==> config.mk <==
export PLATFORM = sky130hd
export DESIGN_NAME = auto_wake_sleep_boot_status
export DESIGN_NICKNAME = d
export VERILOG_FILES = /design/src/hdl/wake_sleep_pkg.sv /design/src/hdl/auto_wake_sleep_boot_status.sv
export SDC_FILE = /design/constraint.sdc
export NUM_CORES = 1
export LEC_CHECK = 0
export ABC_AREA = 1
export BUFFER_PORTS_ARGS = -buffer_cell sky130_fd_sc_hd__clkbuf_2
export CAP_MARGIN = 30
export CORE_MARGIN = 5
export CORE_UTILIZATION = 28
export CTS_BUF_LIST = sky130_fd_sc_hd__clkbuf_16
export CTS_CLUSTER_DIAMETER = 200
export DETAILED_ROUTE_END_ITERATION = 6
export GPL_TIMING_DRIVEN = 0
export PLACE_DENSITY = 0.53
export SKIP_CTS_REPAIR_TIMING = 1
export SYNTH_ARGS = -nofsm -noshare
export SYNTH_HDL_FRONTEND = slang
export SYNTH_SLANG_ARGS = --single-unit
export TNS_END_PERCENT = 1
==> constraint.sdc <==
create_clock -name clk -period 6.07 [get_ports clk]
set_clock_uncertainty 0.2 [all_clocks]
set_input_delay 0.3035 -clock clk [delete_from_list [all_inputs] [get_ports clk]]
set_output_delay 0.3035 -clock clk [all_outputs]
set_load 0.05 [all_outputs]
==> src/hdl/wake_sleep_pkg.sv <==
/*
 * Package for the wake/sleep and boot status block: register offsets,
 * field positions, reset values, timing counts and shared types.
 * Assumes a 32-bit APB slave with one register per aligned word.
 */
package wake_sleep_pkg;

  // ----------------------------------------------------------------------
  // register byte offsets
  // ----------------------------------------------------------------------
  localparam logic [7:0] INT_STATUS_OFF = 8'h00;
  localparam logic [7:0] SYSTEM_MODE_OFF = 8'h04;
  localparam logic [7:0] INACTIVITY_COUNT_OFF = 8'h08;
  localparam logic [7:0] SENSOR_CONFIG_OFF = 8'h0C;
  localparam logic [7:0] IRQ_STATUS_OFF = 8'h10;
  localparam logic [7:0] IRQ_CLEAR_OFF = 8'h14;
  localparam logic [7:0] IRQ_ENABLE_OFF = 8'h18;
  localparam logic [7:0] EVENT_IN_OFF = 8'h1C;

  // ----------------------------------------------------------------------
  // field positions
  // ----------------------------------------------------------------------
  localparam int BOOT_DONE_BIT = 0;
  localparam int WAKE_SLEEP_BIT = 1;
  localparam int CFG_WAKE_PWR_LSB = 0;
  localparam int CFG_SLEEP_PWR_LSB = 2;
  localparam int CFG_WAKE_RATE_LSB = 4;
  localparam int CFG_SLEEP_RATE_LSB = 8;
  localparam int CFG_FLEX_BIT = 12;
  localparam int CFG_IRQ_EN_BIT = 13;
  localparam int CFG_WAKE_DEC_LSB = 16;
  localparam int CFG_SLEEP_DEC_LSB = 24;
  localparam int IRQ_EV_BOOT = 0;
  localparam int IRQ_EV_WAKE_SLEEP = 1;
  localparam int IRQ_EV_MODE_SLEEP = 2;

  // ----------------------------------------------------------------------
  // reset values and timing
  // ----------------------------------------------------------------------
  localparam logic [31:0] SENSOR_CONFIG_RST = 32'h0000_0000;
  localparam logic [15:0] INACTIVITY_COUNT_RST = 16'h0000;
  localparam logic [2:0] IRQ_ENABLE_RST = 3'h0;
  localparam logic [7:0] EVENT_MASK_RST = 8'hFF;
  localparam int BOOT_TIME_NS = 1000;
  localparam int CLK_PERIOD_NS = 8;
  localparam int BOOT_CYCLES = (BOOT_TIME_NS + CLK_PERIOD_NS - 1)
                               / CLK_PERIOD_NS;
  localparam int ODR_DIV_DEFAULT = 16;

  typedef enum logic [1:0] {BOOTING, WAKE, SLEEP} mode_e;

  typedef struct packed {
    logic [1:0] power;
    logic [3:0] rate;
    logic [7:0] decimation;
    logic flexible;
  } op_point_s;

endpackage : wake_sleep_pkg

==> src/hdl/auto_wake_sleep_boot_status.sv <==
/*
 * Auto wake/sleep and boot status logic of a motion sensor, reached
 * over APB. Assumes pready may be sampled combinationally and that the
 * configured interrupt events arrive as levels on the device clock.
 */
// Local design decisions: the APB slave port and the register offsets.
// Contract
// The wake/sleep change flag, status bit 1, sets on every switch between wake and sleep and reads 0 otherwise.
// The system mode register shows whether the device is currently awake or asleep.
// Sleep is entered after the programmed count of data-rate periods passes with no configured event.
// Entering sleep applies the sleep power and rate, or sleep decimation in flexible mode.
// A configured event while asleep returns to wake with the wake power and rate or decimation.
// Any read of the system mode register clears the wake/sleep change flag.
// The wake/sleep function and its flag run only while the inactivity count is at least 1.
// The wake/sleep change flag operates only while its interrupt enable bit is 1.
// The boot-complete flag, status bit 0, stays 0 while boot runs.
// The boot-complete flag sets when boot ends, after which commands are accepted.
// The boot-complete flag stays set until a reset, soft reset or deep power-down exit.
// Until boot completes every register access fails.
// Any configured event while awake restarts the inactivity counter.
`timescale 1ns/1ns
`default_nettype none
module auto_wake_sleep_boot_status
  import wake_sleep_pkg::*;
#(
  parameter int ODR_DIV = ODR_DIV_DEFAULT
) (
  input wire logic clk,
  input wire logic rst,
  input wire logic softReset,
  input wire logic hibernateExit,
  input wire logic [7:0] eventFlags,
  input wire logic psel,
  input wire logic penable,
  input wire logic pwrite,
  input wire logic [31:0] paddr,
  input wire logic [31:0] pwdata,
  output logic [31:0] prdata,
  output logic pready,
  output logic pslverr,
  output logic [1:0] powerSetting,
  output logic [3:0] dataRate,
  output logic [7:0] decimation,
  output logic flexibleMode,
  output logic irq
);

  // ----------------------------------------------------------------------
  // state
  // ----------------------------------------------------------------------
  mode_e mode_q, mode_d;
  logic [15:0] bootCnt_q, bootCnt_d;
  logic [15:0] odrCnt_q, odrCnt_d;
  logic [15:0] idleCnt_q, idleCnt_d;
  logic bootDone_q, bootDone_d;
  logic wakeSleepFlag_q, wakeSleepFlag_d;
  logic [15:0] inactCount_q, inactCount_d;
  logic [31:0] config_q, config_d;
  logic [7:0] eventMask_q, eventMask_d;
  logic [2:0] irqStatus_q, irqStatus_d;
  logic [2:0] irqEnable_q, irqEnable_d;
  logic [31:0] prdata_q, prdata_d;
  logic [1:0] power_q, power_d;
  logic [3:0] rate_q, rate_d;
  logic [7:0] dec_q, dec_d;
  logic flex_q, flex_d;

  logic access, wr, rd, odrTick, anyEvent, autoOn, toSleep, toWake, mdRead;
  logic mapped, rdSetup;
  logic [2:0] irqEvents;
  op_point_s wakePt, sleepPt;

  function automatic logic hit(input logic [31:0] a, input logic [7:0] off);
    hit = (a[7:0] == off) && (a[31:8] == 24'h00_0000);
  endfunction : hit

  assign wakePt = '{power: config_q[CFG_WAKE_PWR_LSB +: 2],
                    rate: config_q[CFG_WAKE_RATE_LSB +: 4],
                    decimation: config_q[CFG_WAKE_DEC_LSB +: 8],
                    flexible: config_q[CFG_FLEX_BIT]};
  assign sleepPt = '{power: config_q[CFG_SLEEP_PWR_LSB +: 2],
                     rate: config_q[CFG_SLEEP_RATE_LSB +: 4],
                     decimation: config_q[CFG_SLEEP_DEC_LSB +: 8],
                     flexible: config_q[CFG_FLEX_BIT]};

  // ----------------------------------------------------------------------
  // apb slave: zero wait states; error before boot or on unmapped address
  // ----------------------------------------------------------------------
  assign access = psel && penable;
  assign pready = 1'b1;
  assign prdata = prdata_q;
  always_comb begin
    mapped = hit(paddr, INT_STATUS_OFF) || hit(paddr, SYSTEM_MODE_OFF)
             || hit(paddr, INACTIVITY_COUNT_OFF)
             || hit(paddr, SENSOR_CONFIG_OFF) || hit(paddr, IRQ_STATUS_OFF)
             || hit(paddr, IRQ_CLEAR_OFF) || hit(paddr, IRQ_ENABLE_OFF)
             || hit(paddr, EVENT_IN_OFF);
    pslverr = access && (!bootDone_q || !mapped);
    wr = access && pwrite && bootDone_q && mapped;
    rd = access && !pwrite && bootDone_q && mapped;
    rdSetup = psel && !penable && !pwrite && bootDone_d && mapped;
  end
  assign mdRead = rd && hit(paddr, SYSTEM_MODE_OFF);

  // ----------------------------------------------------------------------
  // data-rate timebase and activity detection
  // ----------------------------------------------------------------------
  assign odrTick = (odrCnt_q == 16'(ODR_DIV - 1));
  assign anyEvent = |(eventFlags & eventMask_q);
  assign autoOn = (inactCount_q != 16'h0000);
  assign toSleep = (mode_q == WAKE) && autoOn && !anyEvent && odrTick
                   && (idleCnt_q + 16'h0001 >= inactCount_q);
  assign toWake = (mode_q == SLEEP) && anyEvent;

  always_comb begin
    mode_d = mode_q;
    bootCnt_d = bootCnt_q;
    bootDone_d = bootDone_q;
    odrCnt_d = odrTick ? 16'h0000 : odrCnt_q + 16'h0001;
    idleCnt_d = idleCnt_q;
    case (mode_q)
      BOOTING: begin
        bootDone_d = 1'b0;
        if (bootCnt_q == 16'(BOOT_CYCLES - 1)) begin
          mode_d = WAKE;
          bootDone_d = 1'b1;
        end else begin
          bootCnt_d = bootCnt_q + 16'h0001;
        end
      end
      WAKE: begin
        if (anyEvent || !autoOn) begin
          idleCnt_d = 16'h0000;
        end else if (toSleep) begin
          mode_d = SLEEP;
          idleCnt_d = 16'h0000;
        end else if (odrTick) begin
          idleCnt_d = idleCnt_q + 16'h0001;
        end
      end
      SLEEP: begin
        if (toWake || !autoOn) begin
          mode_d = WAKE;
          idleCnt_d = 16'h0000;
        end
      end
      default: mode_d = BOOTING;
    endcase
    // soft reset and deep power-down exit restart boot
    if (softReset || hibernateExit) begin
      mode_d = BOOTING;
      bootCnt_d = 16'h0000;
      bootDone_d = 1'b0;
    end
  end

  // ----------------------------------------------------------------------
  // operating point applied to the sensor core
  // ----------------------------------------------------------------------
  always_comb begin
    op_point_s pt;
    pt = (mode_d == SLEEP) ? sleepPt : wakePt;
    power_d = pt.power;
    rate_d = pt.rate;
    dec_d = pt.decimation;
    flex_d = pt.flexible;
  end
  // in flexible mode decimation steers the core and rate is ignored
  assign powerSetting = power_q;
  assign dataRate = rate_q;
  assign decimation = dec_q;
  assign flexibleMode = flex_q;

  // ----------------------------------------------------------------------
  // registers and flags
  // ----------------------------------------------------------------------
  always_comb begin
    logic modeSwitch;
    modeSwitch = (mode_q == WAKE && mode_d == SLEEP)
                 || (mode_q == SLEEP && mode_d == WAKE);
    inactCount_d = inactCount_q;
    config_d = config_q;
    eventMask_d = eventMask_q;
    irqEnable_d = irqEnable_q;
    wakeSleepFlag_d = wakeSleepFlag_q;
    irqStatus_d = irqStatus_q;
    if (wr) begin
      if (hit(paddr, INACTIVITY_COUNT_OFF)) begin
        inactCount_d = pwdata[15:0];
      end else if (hit(paddr, SENSOR_CONFIG_OFF)) begin
        config_d = pwdata;
      end else if (hit(paddr, IRQ_ENABLE_OFF)) begin
        irqEnable_d = pwdata[2:0];
      end else if (hit(paddr, EVENT_IN_OFF)) begin
        eventMask_d = pwdata[7:0];
      end else if (hit(paddr, IRQ_CLEAR_OFF)) begin
        irqStatus_d = irqStatus_q & ~pwdata[2:0];
      end
    end
    // read clears, but a switch in the same cycle wins
    if (mdRead) begin
      wakeSleepFlag_d = 1'b0;
    end
    if (!autoOn || !config_q[CFG_IRQ_EN_BIT]) begin
      wakeSleepFlag_d = 1'b0;
    end else if (modeSwitch) begin
      wakeSleepFlag_d = 1'b1;
    end
    irqEvents = 3'h0;
    irqEvents[IRQ_EV_BOOT] = !bootDone_q && bootDone_d;
    irqEvents[IRQ_EV_WAKE_SLEEP] = !wakeSleepFlag_q && wakeSleepFlag_d;
    irqEvents[IRQ_EV_MODE_SLEEP] = mode_q == WAKE && mode_d == SLEEP;
    irqStatus_d = irqStatus_d | irqEvents;
  end

  assign irq = |(irqStatus_q & irqEnable_q);

  // ----------------------------------------------------------------------
  // read data
  // ----------------------------------------------------------------------
  // captured in the setup cycle from the values the registers take at the
  // next edge, so the word stands in flip-flops for the whole access cycle
  // and the host can take it at the edge that samples pready
  always_comb begin
    prdata_d = prdata_q;
    if (rdSetup) begin
      prdata_d = 32'h0000_0000;
      if (hit(paddr, INT_STATUS_OFF)) begin
        prdata_d[BOOT_DONE_BIT] = bootDone_d;
        prdata_d[WAKE_SLEEP_BIT] = wakeSleepFlag_d;
      end else if (hit(paddr, SYSTEM_MODE_OFF)) begin
        prdata_d[0] = (mode_d == SLEEP);
      end else if (hit(paddr, INACTIVITY_COUNT_OFF)) begin
        prdata_d[15:0] = inactCount_d;
      end else if (hit(paddr, SENSOR_CONFIG_OFF)) begin
        prdata_d = config_d;
      end else if (hit(paddr, IRQ_STATUS_OFF)) begin
        prdata_d[2:0] = irqStatus_d;
      end else if (hit(paddr, IRQ_ENABLE_OFF)) begin
        prdata_d[2:0] = irqEnable_d;
      end else if (hit(paddr, EVENT_IN_OFF)) begin
        prdata_d[7:0] = eventMask_d;
      end
    end
  end

  // ----------------------------------------------------------------------
  // state registers
  // ----------------------------------------------------------------------
  // soft reset keeps the user configuration; only boot restarts
  always_ff @(posedge clk) begin
    if (rst) begin
      mode_q <= BOOTING;
      bootCnt_q <= 16'h0000;
      bootDone_q <= 1'b0;
      odrCnt_q <= 16'h0000;
      idleCnt_q <= 16'h0000;
    end else begin
      mode_q <= mode_d;
      bootCnt_q <= bootCnt_d;
      bootDone_q <= bootDone_d;
      odrCnt_q <= odrCnt_d;
      idleCnt_q <= idleCnt_d;
    end
  end

  always_ff @(posedge clk) begin
    if (rst) begin
      wakeSleepFlag_q <= 1'b0;
      inactCount_q <= INACTIVITY_COUNT_RST;
      config_q <= SENSOR_CONFIG_RST;
      eventMask_q <= EVENT_MASK_RST;
      irqStatus_q <= 3'h0;
      irqEnable_q <= IRQ_ENABLE_RST;
    end else begin
      wakeSleepFlag_q <= wakeSleepFlag_d;
      inactCount_q <= inactCount_d;
      config_q <= config_d;
      eventMask_q <= eventMask_d;
      irqStatus_q <= irqStatus_d;
      irqEnable_q <= irqEnable_d;
    end
  end

  always_ff @(posedge clk) begin
    if (rst) begin
      power_q <= 2'h0;
      rate_q <= 4'h0;
      dec_q <= 8'h00;
      flex_q <= 1'b0;
    end else begin
      power_q <= power_d;
      rate_q <= rate_d;
      dec_q <= dec_d;
      flex_q <= flex_d;
    end
  end

  always_ff @(posedge clk) begin
    if (rst) begin
      prdata_q <= 32'h0000_0000;
    end else begin
      prdata_q <= prdata_d;
    end
  end

endmodule : auto_wake_sleep_boot_status
`default_nettype wire

# After elaboration in Yosys (flattened, before gate mapping)
# Cells that the tools add are included.
[word_totals]
ff_bits = 161
latchBits = 0
ram_bits = 0
mem_bits_ro = 0
in_bits = 79
elab_cells = 154
memories = 0
[op_classes]
n_addsub = 3
n_mul = 0
div_mod_pow = 0
order_cmp = 1
n_eq_ne = 15
shifts = 0
n_mux = 51
bitwise_logic = 6
n_reduce_logical = 62
[ops]
columns = ["op", "count"]
rows = [
  ["$mux W16", 8],
  ["$mux W32", 3],
  ["$mux W8", 7],
  ["$add A16 B1 Y16 const B", 3],
  ["$mux W3", 12],
  ["$eq A8 B5 Y1 const B", 4],
  ["$pmux W16 S2", 1],
  ["$mux W31", 1],
  ["$logic_and A1 B1 Y1", 30],
  ["$mux W30", 1],
  ["$logic_not A24 Y1", 1],
  ["$mux W24", 1],
  ["$eq A16 B4 Y1 const B", 1],
  ["$eq A16 B7 Y1 const B", 1],
  ["$eq A8 B4 Y1 const B", 2],
  ["$ge A16 B16 Y1", 1],
  ["$reduce_bool A16 Y1", 1],
  ["$mux W15", 1],
  ["$logic_or A1 B1 Y1", 13],
  ["$mux W2", 6],
  ["$mux W5", 2],
  ["$and A8 B8 Y8", 1],
  ["$eq A8 B3 Y1 const B", 1],
  ["$logic_not A1 Y1", 8],
  ["18 further kinds", 28],
]

# Depth between registers and ports, before layout
[depth]
depth_word = 22
mapped_depth = 27
ltp_nobuf = 27

# Least setup slack after synthesis
# OpenSTA, ideal clock, no wires.
[synth_path]
path_type = "register -> register"
startpoint = "reg idleCnt_q[2]"
endpoint = "reg idleCnt_q[1]"
setup_time_ps = 70
arrival_ps = 3240
required_ps = 5800
path_slack_ps = 2559
path_stages_with_launch = 20
n_path_buf = 1
period_less_slack_ps = 3511
cell_sequence = "dfxtp_1 nand2_1 nor2_1 nand3_1 nor3_1 nand3_1 nor3_1 nand3_1 xnor2_1 ha_1 a21oi_1 o21ai_0 a21oi_1 nand2_1 nand2_1 nand2_1 nor3_1 clkbuf_1 nand2_1 a21oi_1"
[synth_via]
elab_chain_cells = 6
[synth_rtl]
columns = ["item", "line_no", "rtl"]
rows = [
  ["start: declaration", "auto_wake_sleep_boot_status.sv:54", "logic [15:0] idleCnt_q, idleCnt_d;"],
  ["start signal: assignment", "auto_wake_sleep_boot_status.sv:263", "idleCnt_q <= idleCnt_d;"],
  ["$add A16 B1 Y16 *", "auto_wake_sleep_boot_status.sv:112", "&& (idleCnt_q + 16'h0001 >= inactCount_q);"],
  ["$ge A16 B16 Y1 *", "auto_wake_sleep_boot_status.sv:112", ""],
  ["$logic_and A1 B1 Y1 *", "auto_wake_sleep_boot_status.sv:112", ""],
  ["$mux W16", "auto_wake_sleep_boot_status.sv:134", "end else if (toSleep) begin"],
  ["$mux W16", "auto_wake_sleep_boot_status.sv:132", "if (anyEvent || !autoOn) begin"],
  ["$pmux W16 S2", "auto_wake_sleep_boot_status.sv:121", "case (mode_q)"],
]
# Mark *: on every way between the ends. The rest lies on a longest branch, timed or not.
# A chain may end at the register's enable or synchronous reset.

# Final worst setup path
[layout_path]
startpoint = "reg idleCnt_q[2]"
endpoint = "reg idleCnt_q[10]"
[layout_via]
elab_chain_cells = 6
[layout_rtl]
columns = ["item", "line_no"]
rows = [
  ["$add A16 B1 Y16 *", "auto_wake_sleep_boot_status.sv:112, auto_wake_sleep_boot_status.sv:138"],
  ["$ge A16 B16 Y1", "auto_wake_sleep_boot_status.sv:112"],
  ["$logic_and A1 B1 Y1", "auto_wake_sleep_boot_status.sv:112"],
  ["$mux W16", "auto_wake_sleep_boot_status.sv:134"],
  ["$mux W16", "auto_wake_sleep_boot_status.sv:132"],
  ["$pmux W16 S2", "auto_wake_sleep_boot_status.sv:121"],
]
# Mark *: on every way between the ends. The rest lies on a longest branch, timed or not. The select of a mux whose other input is x is not followed.

==> run summary <==
The worst setup path is captured at a flip-flop. The number of antenna violations at the first check in global routing was 1. The number of cells in the finished layout apart from fillers came out at approximately 1800. The number of max-cap violations came out at 0. On the critical path the largest part of the delay comes from simple AND/OR/NAND/NOR gates.

In this run the number of H-tree levels came out at 4. The I/O pin count is around 130. The clock reaches the later pin of the worst-skew pair after between 0.4 and 0.5 ns. The library cells used most frequently in the layout, excluding fill and tap cells, are sky130_fd_sc_hd__nand2_1, sky130_fd_sc_hd__inv_1, sky130_fd_sc_hd__dfxtp_1. The tree built by TritonCTS fans out to approximately 160 sinks.

The critical path goes through nand2_1 > nor2_1 > nand3_1 > nor3_1 > nand3_1 > nor3_1 > nand3_1 > xnor2_1 > ha_1 > a21oi_1 > o21ai_0 > a21oi_1 > nand2_1 > nand2_1 > nand2_1 > nor3_1 > buf_4 > clkbuf_1 > nand2_1 > a21oi_1. The startpoint-to-endpoint class of the critical path is reg -> reg. The die area came out at 0.03312 mm2. The layout filler cell count is between 3000 and 4000. The async set-or-reset flop fraction in the synthesized netlist came out at 0. The core footprint came out at 0.02940 mm2. The CTS tree is yes. The register-to-register setup slack is 1.80 ns. The number of routed nets with antenna violations is 0. Entering global routing, the biggest net connects 17 pins. STA puts the critical path data required time at a little over 6 ns. The layout overhead on the synthesized area came out at 22.73%. The post-placement cell count came out at between 1500 and 2000. The global-route usage over all layers is 0.1526. The synthesized area divided by synthesized cell count is roughly 6.5 um2.

The number of synthesized flops with an enable pin came out at 0. The net count of the finished layout is 1534. The post-CTS clock slew at the launch and capture registers of the worst setup and hold paths came out at approximately 0.07 ns. The routed design has around 25000 um of wire. The peak ir drop on the vdd network is slightly below 200 uV.

For this run, the register share of the synthesized area comes to 0.3891. The overall die height is 182.0 um. The actual transition at the worst max-transition pin is slightly below 0.9 ns. The final hold slack came out at -0.02600 ns. In the routed design, unresolved DRC markers number 0. Input and output buffers added on the ports amount to roughly 130. The power density over the cells is 230.3 mW/mm2. The data arrival time of the critical path is about 4.4 ns. Along the worst path, the maximum fanout reaches 10. In this run the number of cells on the critical path is 20. The deepest clock path buffer count came out at 2. The number of placement rows came out at 63. The clock tree root driver cell is sky130_fd_sc_hd__clkbuf_16. Setup violations remaining at the end of the flow were counted as 0.

Using the TritonRoute via totals, the vias-per-cell ratio works out to about 4.4. The first TritonRoute pass finished after 5 iterations. Based on the critical path, the design can be clocked at up to between 0.2 and 0.25 GHz. The worst register-to-register path ends at idleCnt_q[10]$_SDFFE_PP0P_.

The worst hold path stage count came out at 5. The post-synthesis cell area is ~0.0083 mm2. The depth of the worst register-to-register path came out at 20.

The leakage power of the design is between 4 and 5 nW. The share of the clock period used by the worst path is 0.7037. The final estimated routing congestion in global placement is ~0.85. The final-report hold violation count came out at 4.

Measured along the x axis, the die boundary spans around 180 um. The largest single stage delay on the critical path is 0.39 ns. The total global routing overflow is 0. Setup repair after global routing left no endpoint under its margin.

The clock period could shrink to 4.272 ns. The share of post-route cells with drive strength above 1 came out at 0.1424. The final design utilization is 0.3458. The effective utilization at floorplan came out at 0.2817.

Synthesis produced 1278 cells. The buffering stage count on the worst path with inverters included came out at 2. The run finished, with violations left. The top flip-flop cell by instance count after synthesis is sky130_fd_sc_hd__dfxtp_1. Leaving out fill and tap cells, the most frequent cell in the layout is sky130_fd_sc_hd__nand2_1. The sum of negative setup slack is 0 ns.

The number of nets in the synthesized netlist is 1377. The cell occurring most often along the worst timing path is sky130_fd_sc_hd__nand2_1. The number of synthesized register bits came out at approximately 160. For this block, the initial DRC count from the detailed router was 376. The number of distinct library cell variants in the gate-level netlist after synthesis is 43.

The count of warnings emitted by yosys came out at 0. The max-slew violation total from the final report came out at 0. The placed wire-length estimate is 19830 um. The path class of the tightest hold or removal check is in -> reg. The number of global-route vias before repair is just under 8000. STA classifies the critical path startpoint as a flip-flop. The checks that failed: negative hold slack.

The detailed router placed between 8000 and 9000 vias in this run. On the critical path, the stage with the largest delay is an instance of sky130_fd_sc_hd__dfxtp_1. The critical path startpoint is idleCnt_q[2]$_SDFFE_PP0P_.

The relative slew slack is 0.4120. The detailed-route wire length per cell came out at between 10 and 15 um. The number of clock buffers added by TritonCTS is 17. The startpoint of the worst-slack reg-to-reg timing path is idleCnt_q[2]$_SDFFE_PP0P_. The first global-routing pass estimated roughly 40000 um of wire. Following the worst setup path forward leads to its endpoint at idleCnt_q[10]$_SDFFE_PP0P_.
per-stage QoR:
step	area, um2	power (mW)	setup slack (ns)
2_1_floorplan	8283	1.119	2.559
3_3_place_gp	9402	1.168	1.360
3_5_place_dp	9409	1.167	1.792
4_1_cts	10050	2.365	1.750
5_1_grt	10170	2.425	1.200
6_report	10170	2.341	1.798
worst register-to-register path, cell delays in order (launching register included):
cell	delay [ns]
sky130_fd_sc_hd__dfxtp_1	0.39
sky130_fd_sc_hd__nand2_1	0.07
sky130_fd_sc_hd__nor2_1	0.17
sky130_fd_sc_hd__nand3_1	0.18
sky130_fd_sc_hd__nor3_1	0.28
sky130_fd_sc_hd__nand3_1	0.17
sky130_fd_sc_hd__nor3_1	0.30
sky130_fd_sc_hd__nand3_1	0.14
sky130_fd_sc_hd__xnor2_1	0.23
sky130_fd_sc_hd__ha_1	0.28
sky130_fd_sc_hd__a21oi_1	0.13
sky130_fd_sc_hd__o21ai_0	0.09
sky130_fd_sc_hd__a21oi_1	0.12
sky130_fd_sc_hd__nand2_1	0.15
sky130_fd_sc_hd__nand2_1	0.13
sky130_fd_sc_hd__nand2_1	0.09
sky130_fd_sc_hd__nor3_1	0.22
sky130_fd_sc_hd__buf_4	0.22
sky130_fd_sc_hd__clkbuf_1	0.38
sky130_fd_sc_hd__nand2_1	0.09
sky130_fd_sc_hd__a21oi_1	0.15
cell type report:
cell class | instances | area (um2) | area share
timing repair buffer | 138 | 748.2 | 0.07360
clock buffer | 17 | 425.4 | 0.04185
buffer | 42 | 180.2 | 0.01772
antenna | 1 | 2.502 | 0.0002462
inverter | 227 | 852.1 | 0.08382
tap | 390 | 488.0 | 0.04800
multi-input combinational | 848 | 4028 | 0.3962
sequential | 161 | 3223 | 0.3170
clock inverter | 14 | 219.0 | 0.02154
worst min path at each step:
stage	startpoint	to	slack [ns]
after detailed placement	config_q[12]$_SDFF_PP0_	flexibleMode$_SDFF_PP0_	0.24
after global placement	config_q[12]$_SDFF_PP0_	flexibleMode$_SDFF_PP0_	0.23
after floorplan	config_q[12]$_SDFF_PP0_	flexibleMode$_SDFF_PP0_	0.21
final	pwdata[17]	config_q[17]$_SDFF_PP0_	-0.03
after CTS	pwdata[12]	inactCount_q[12]$_SDFF_PP0_	-0.05
after global routing	pwdata[17]	config_q[17]$_SDFF_PP0_	0.003
registers in the layout, summed over array words and instances, names as in the netlist:
signal           count
bootCnt_q           16
irqEnable_q          3
config_q            32
eventMask_q          8
prdata              32
wakeSleepFlag_q      1
dataRate             4
mode_q               2
irqStatus_q          3
powerSetting         2
decimation           8
inactCount_q        16
bootDone_q           1
odrCnt_q            16
flexibleMode         1
idleCnt_q           16
Yosys cell counts (4+ instances only):
cell / instances / area share
sky130_fd_sc_hd__nor4_1: 4 / 0.0030
sky130_fd_sc_hd__ha_1: 20 / 0.030
sky130_fd_sc_hd__nand3_1: 76 / 0.046
sky130_fd_sc_hd__xnor2_1: 6 / 0.0063
sky130_fd_sc_hd__nand2_1: 310 / 0.14
sky130_fd_sc_hd__nor3_1: 25 / 0.015
sky130_fd_sc_hd__dfxtp_1: 161 / 0.39
sky130_fd_sc_hd__nand4_1: 9 / 0.0068
sky130_fd_sc_hd__xor2_1: 15 / 0.016
sky130_fd_sc_hd__nor2_1: 159 / 0.072
sky130_fd_sc_hd__a21oi_1: 78 / 0.047
sky130_fd_sc_hd__o21ai_2: 5 / 0.0053
sky130_fd_sc_hd__a31oi_1: 18 / 0.014
sky130_fd_sc_hd__o21ai_0: 85 / 0.051
sky130_fd_sc_hd__clkbuf_1: 28 / 0.013
sky130_fd_sc_hd__inv_1: 206 / 0.093
sky130_fd_sc_hd__buf_2: 9 / 0.0054
sky130_fd_sc_hd__inv_2: 20 / 0.0091
sky130_fd_sc_hd__o21ai_1: 11 / 0.0066
kinds of logic (layout without fill, tap and decap cells):
family                   Yosys count  after routing  share of synthesized area
AND/OR/NAND/NOR                  602            602                     0.3017
buffers and inverters            269            438                     0.1246
AO/OA/AOI/OAI                    204            204                     0.1317
flip-flops                       161            161                     0.3891
XOR/XNOR                          21             21                    0.02221
adder cells (fa/ha/maj)           20             20                    0.03021
other                              1              2                  0.0004527
routing by layer:
| layer | track usage | share of wire | vias up | wire [um] |
|---|---|---|---|---|
| met1 | 0.2033 | 0.48 | 3624 | 12140 |
| li1 | - | - | 4321 | - |
| met4 | 0.03633 | 0.011 | 0 | 287 |
| met3 | 0.03806 | 0.049 | 21 | 1243 |
| met2 | 0.2493 | 0.46 | 164 | 11640 |
| met5 | 0 | 0 | - | 0 |
power breakdown:
| part | leakage [nW] | switching, mW | internal, mW |
|---|---|---|---|
| Sequential | 1.30 | 0.00121 | 1.06 |
| Combinational | 3.21 | 0.0557 | 0.0329 |
| Clock | 0.318 | 0.489 | 0.705 |
No activity file was read; power rests on OpenSTA's default activity.
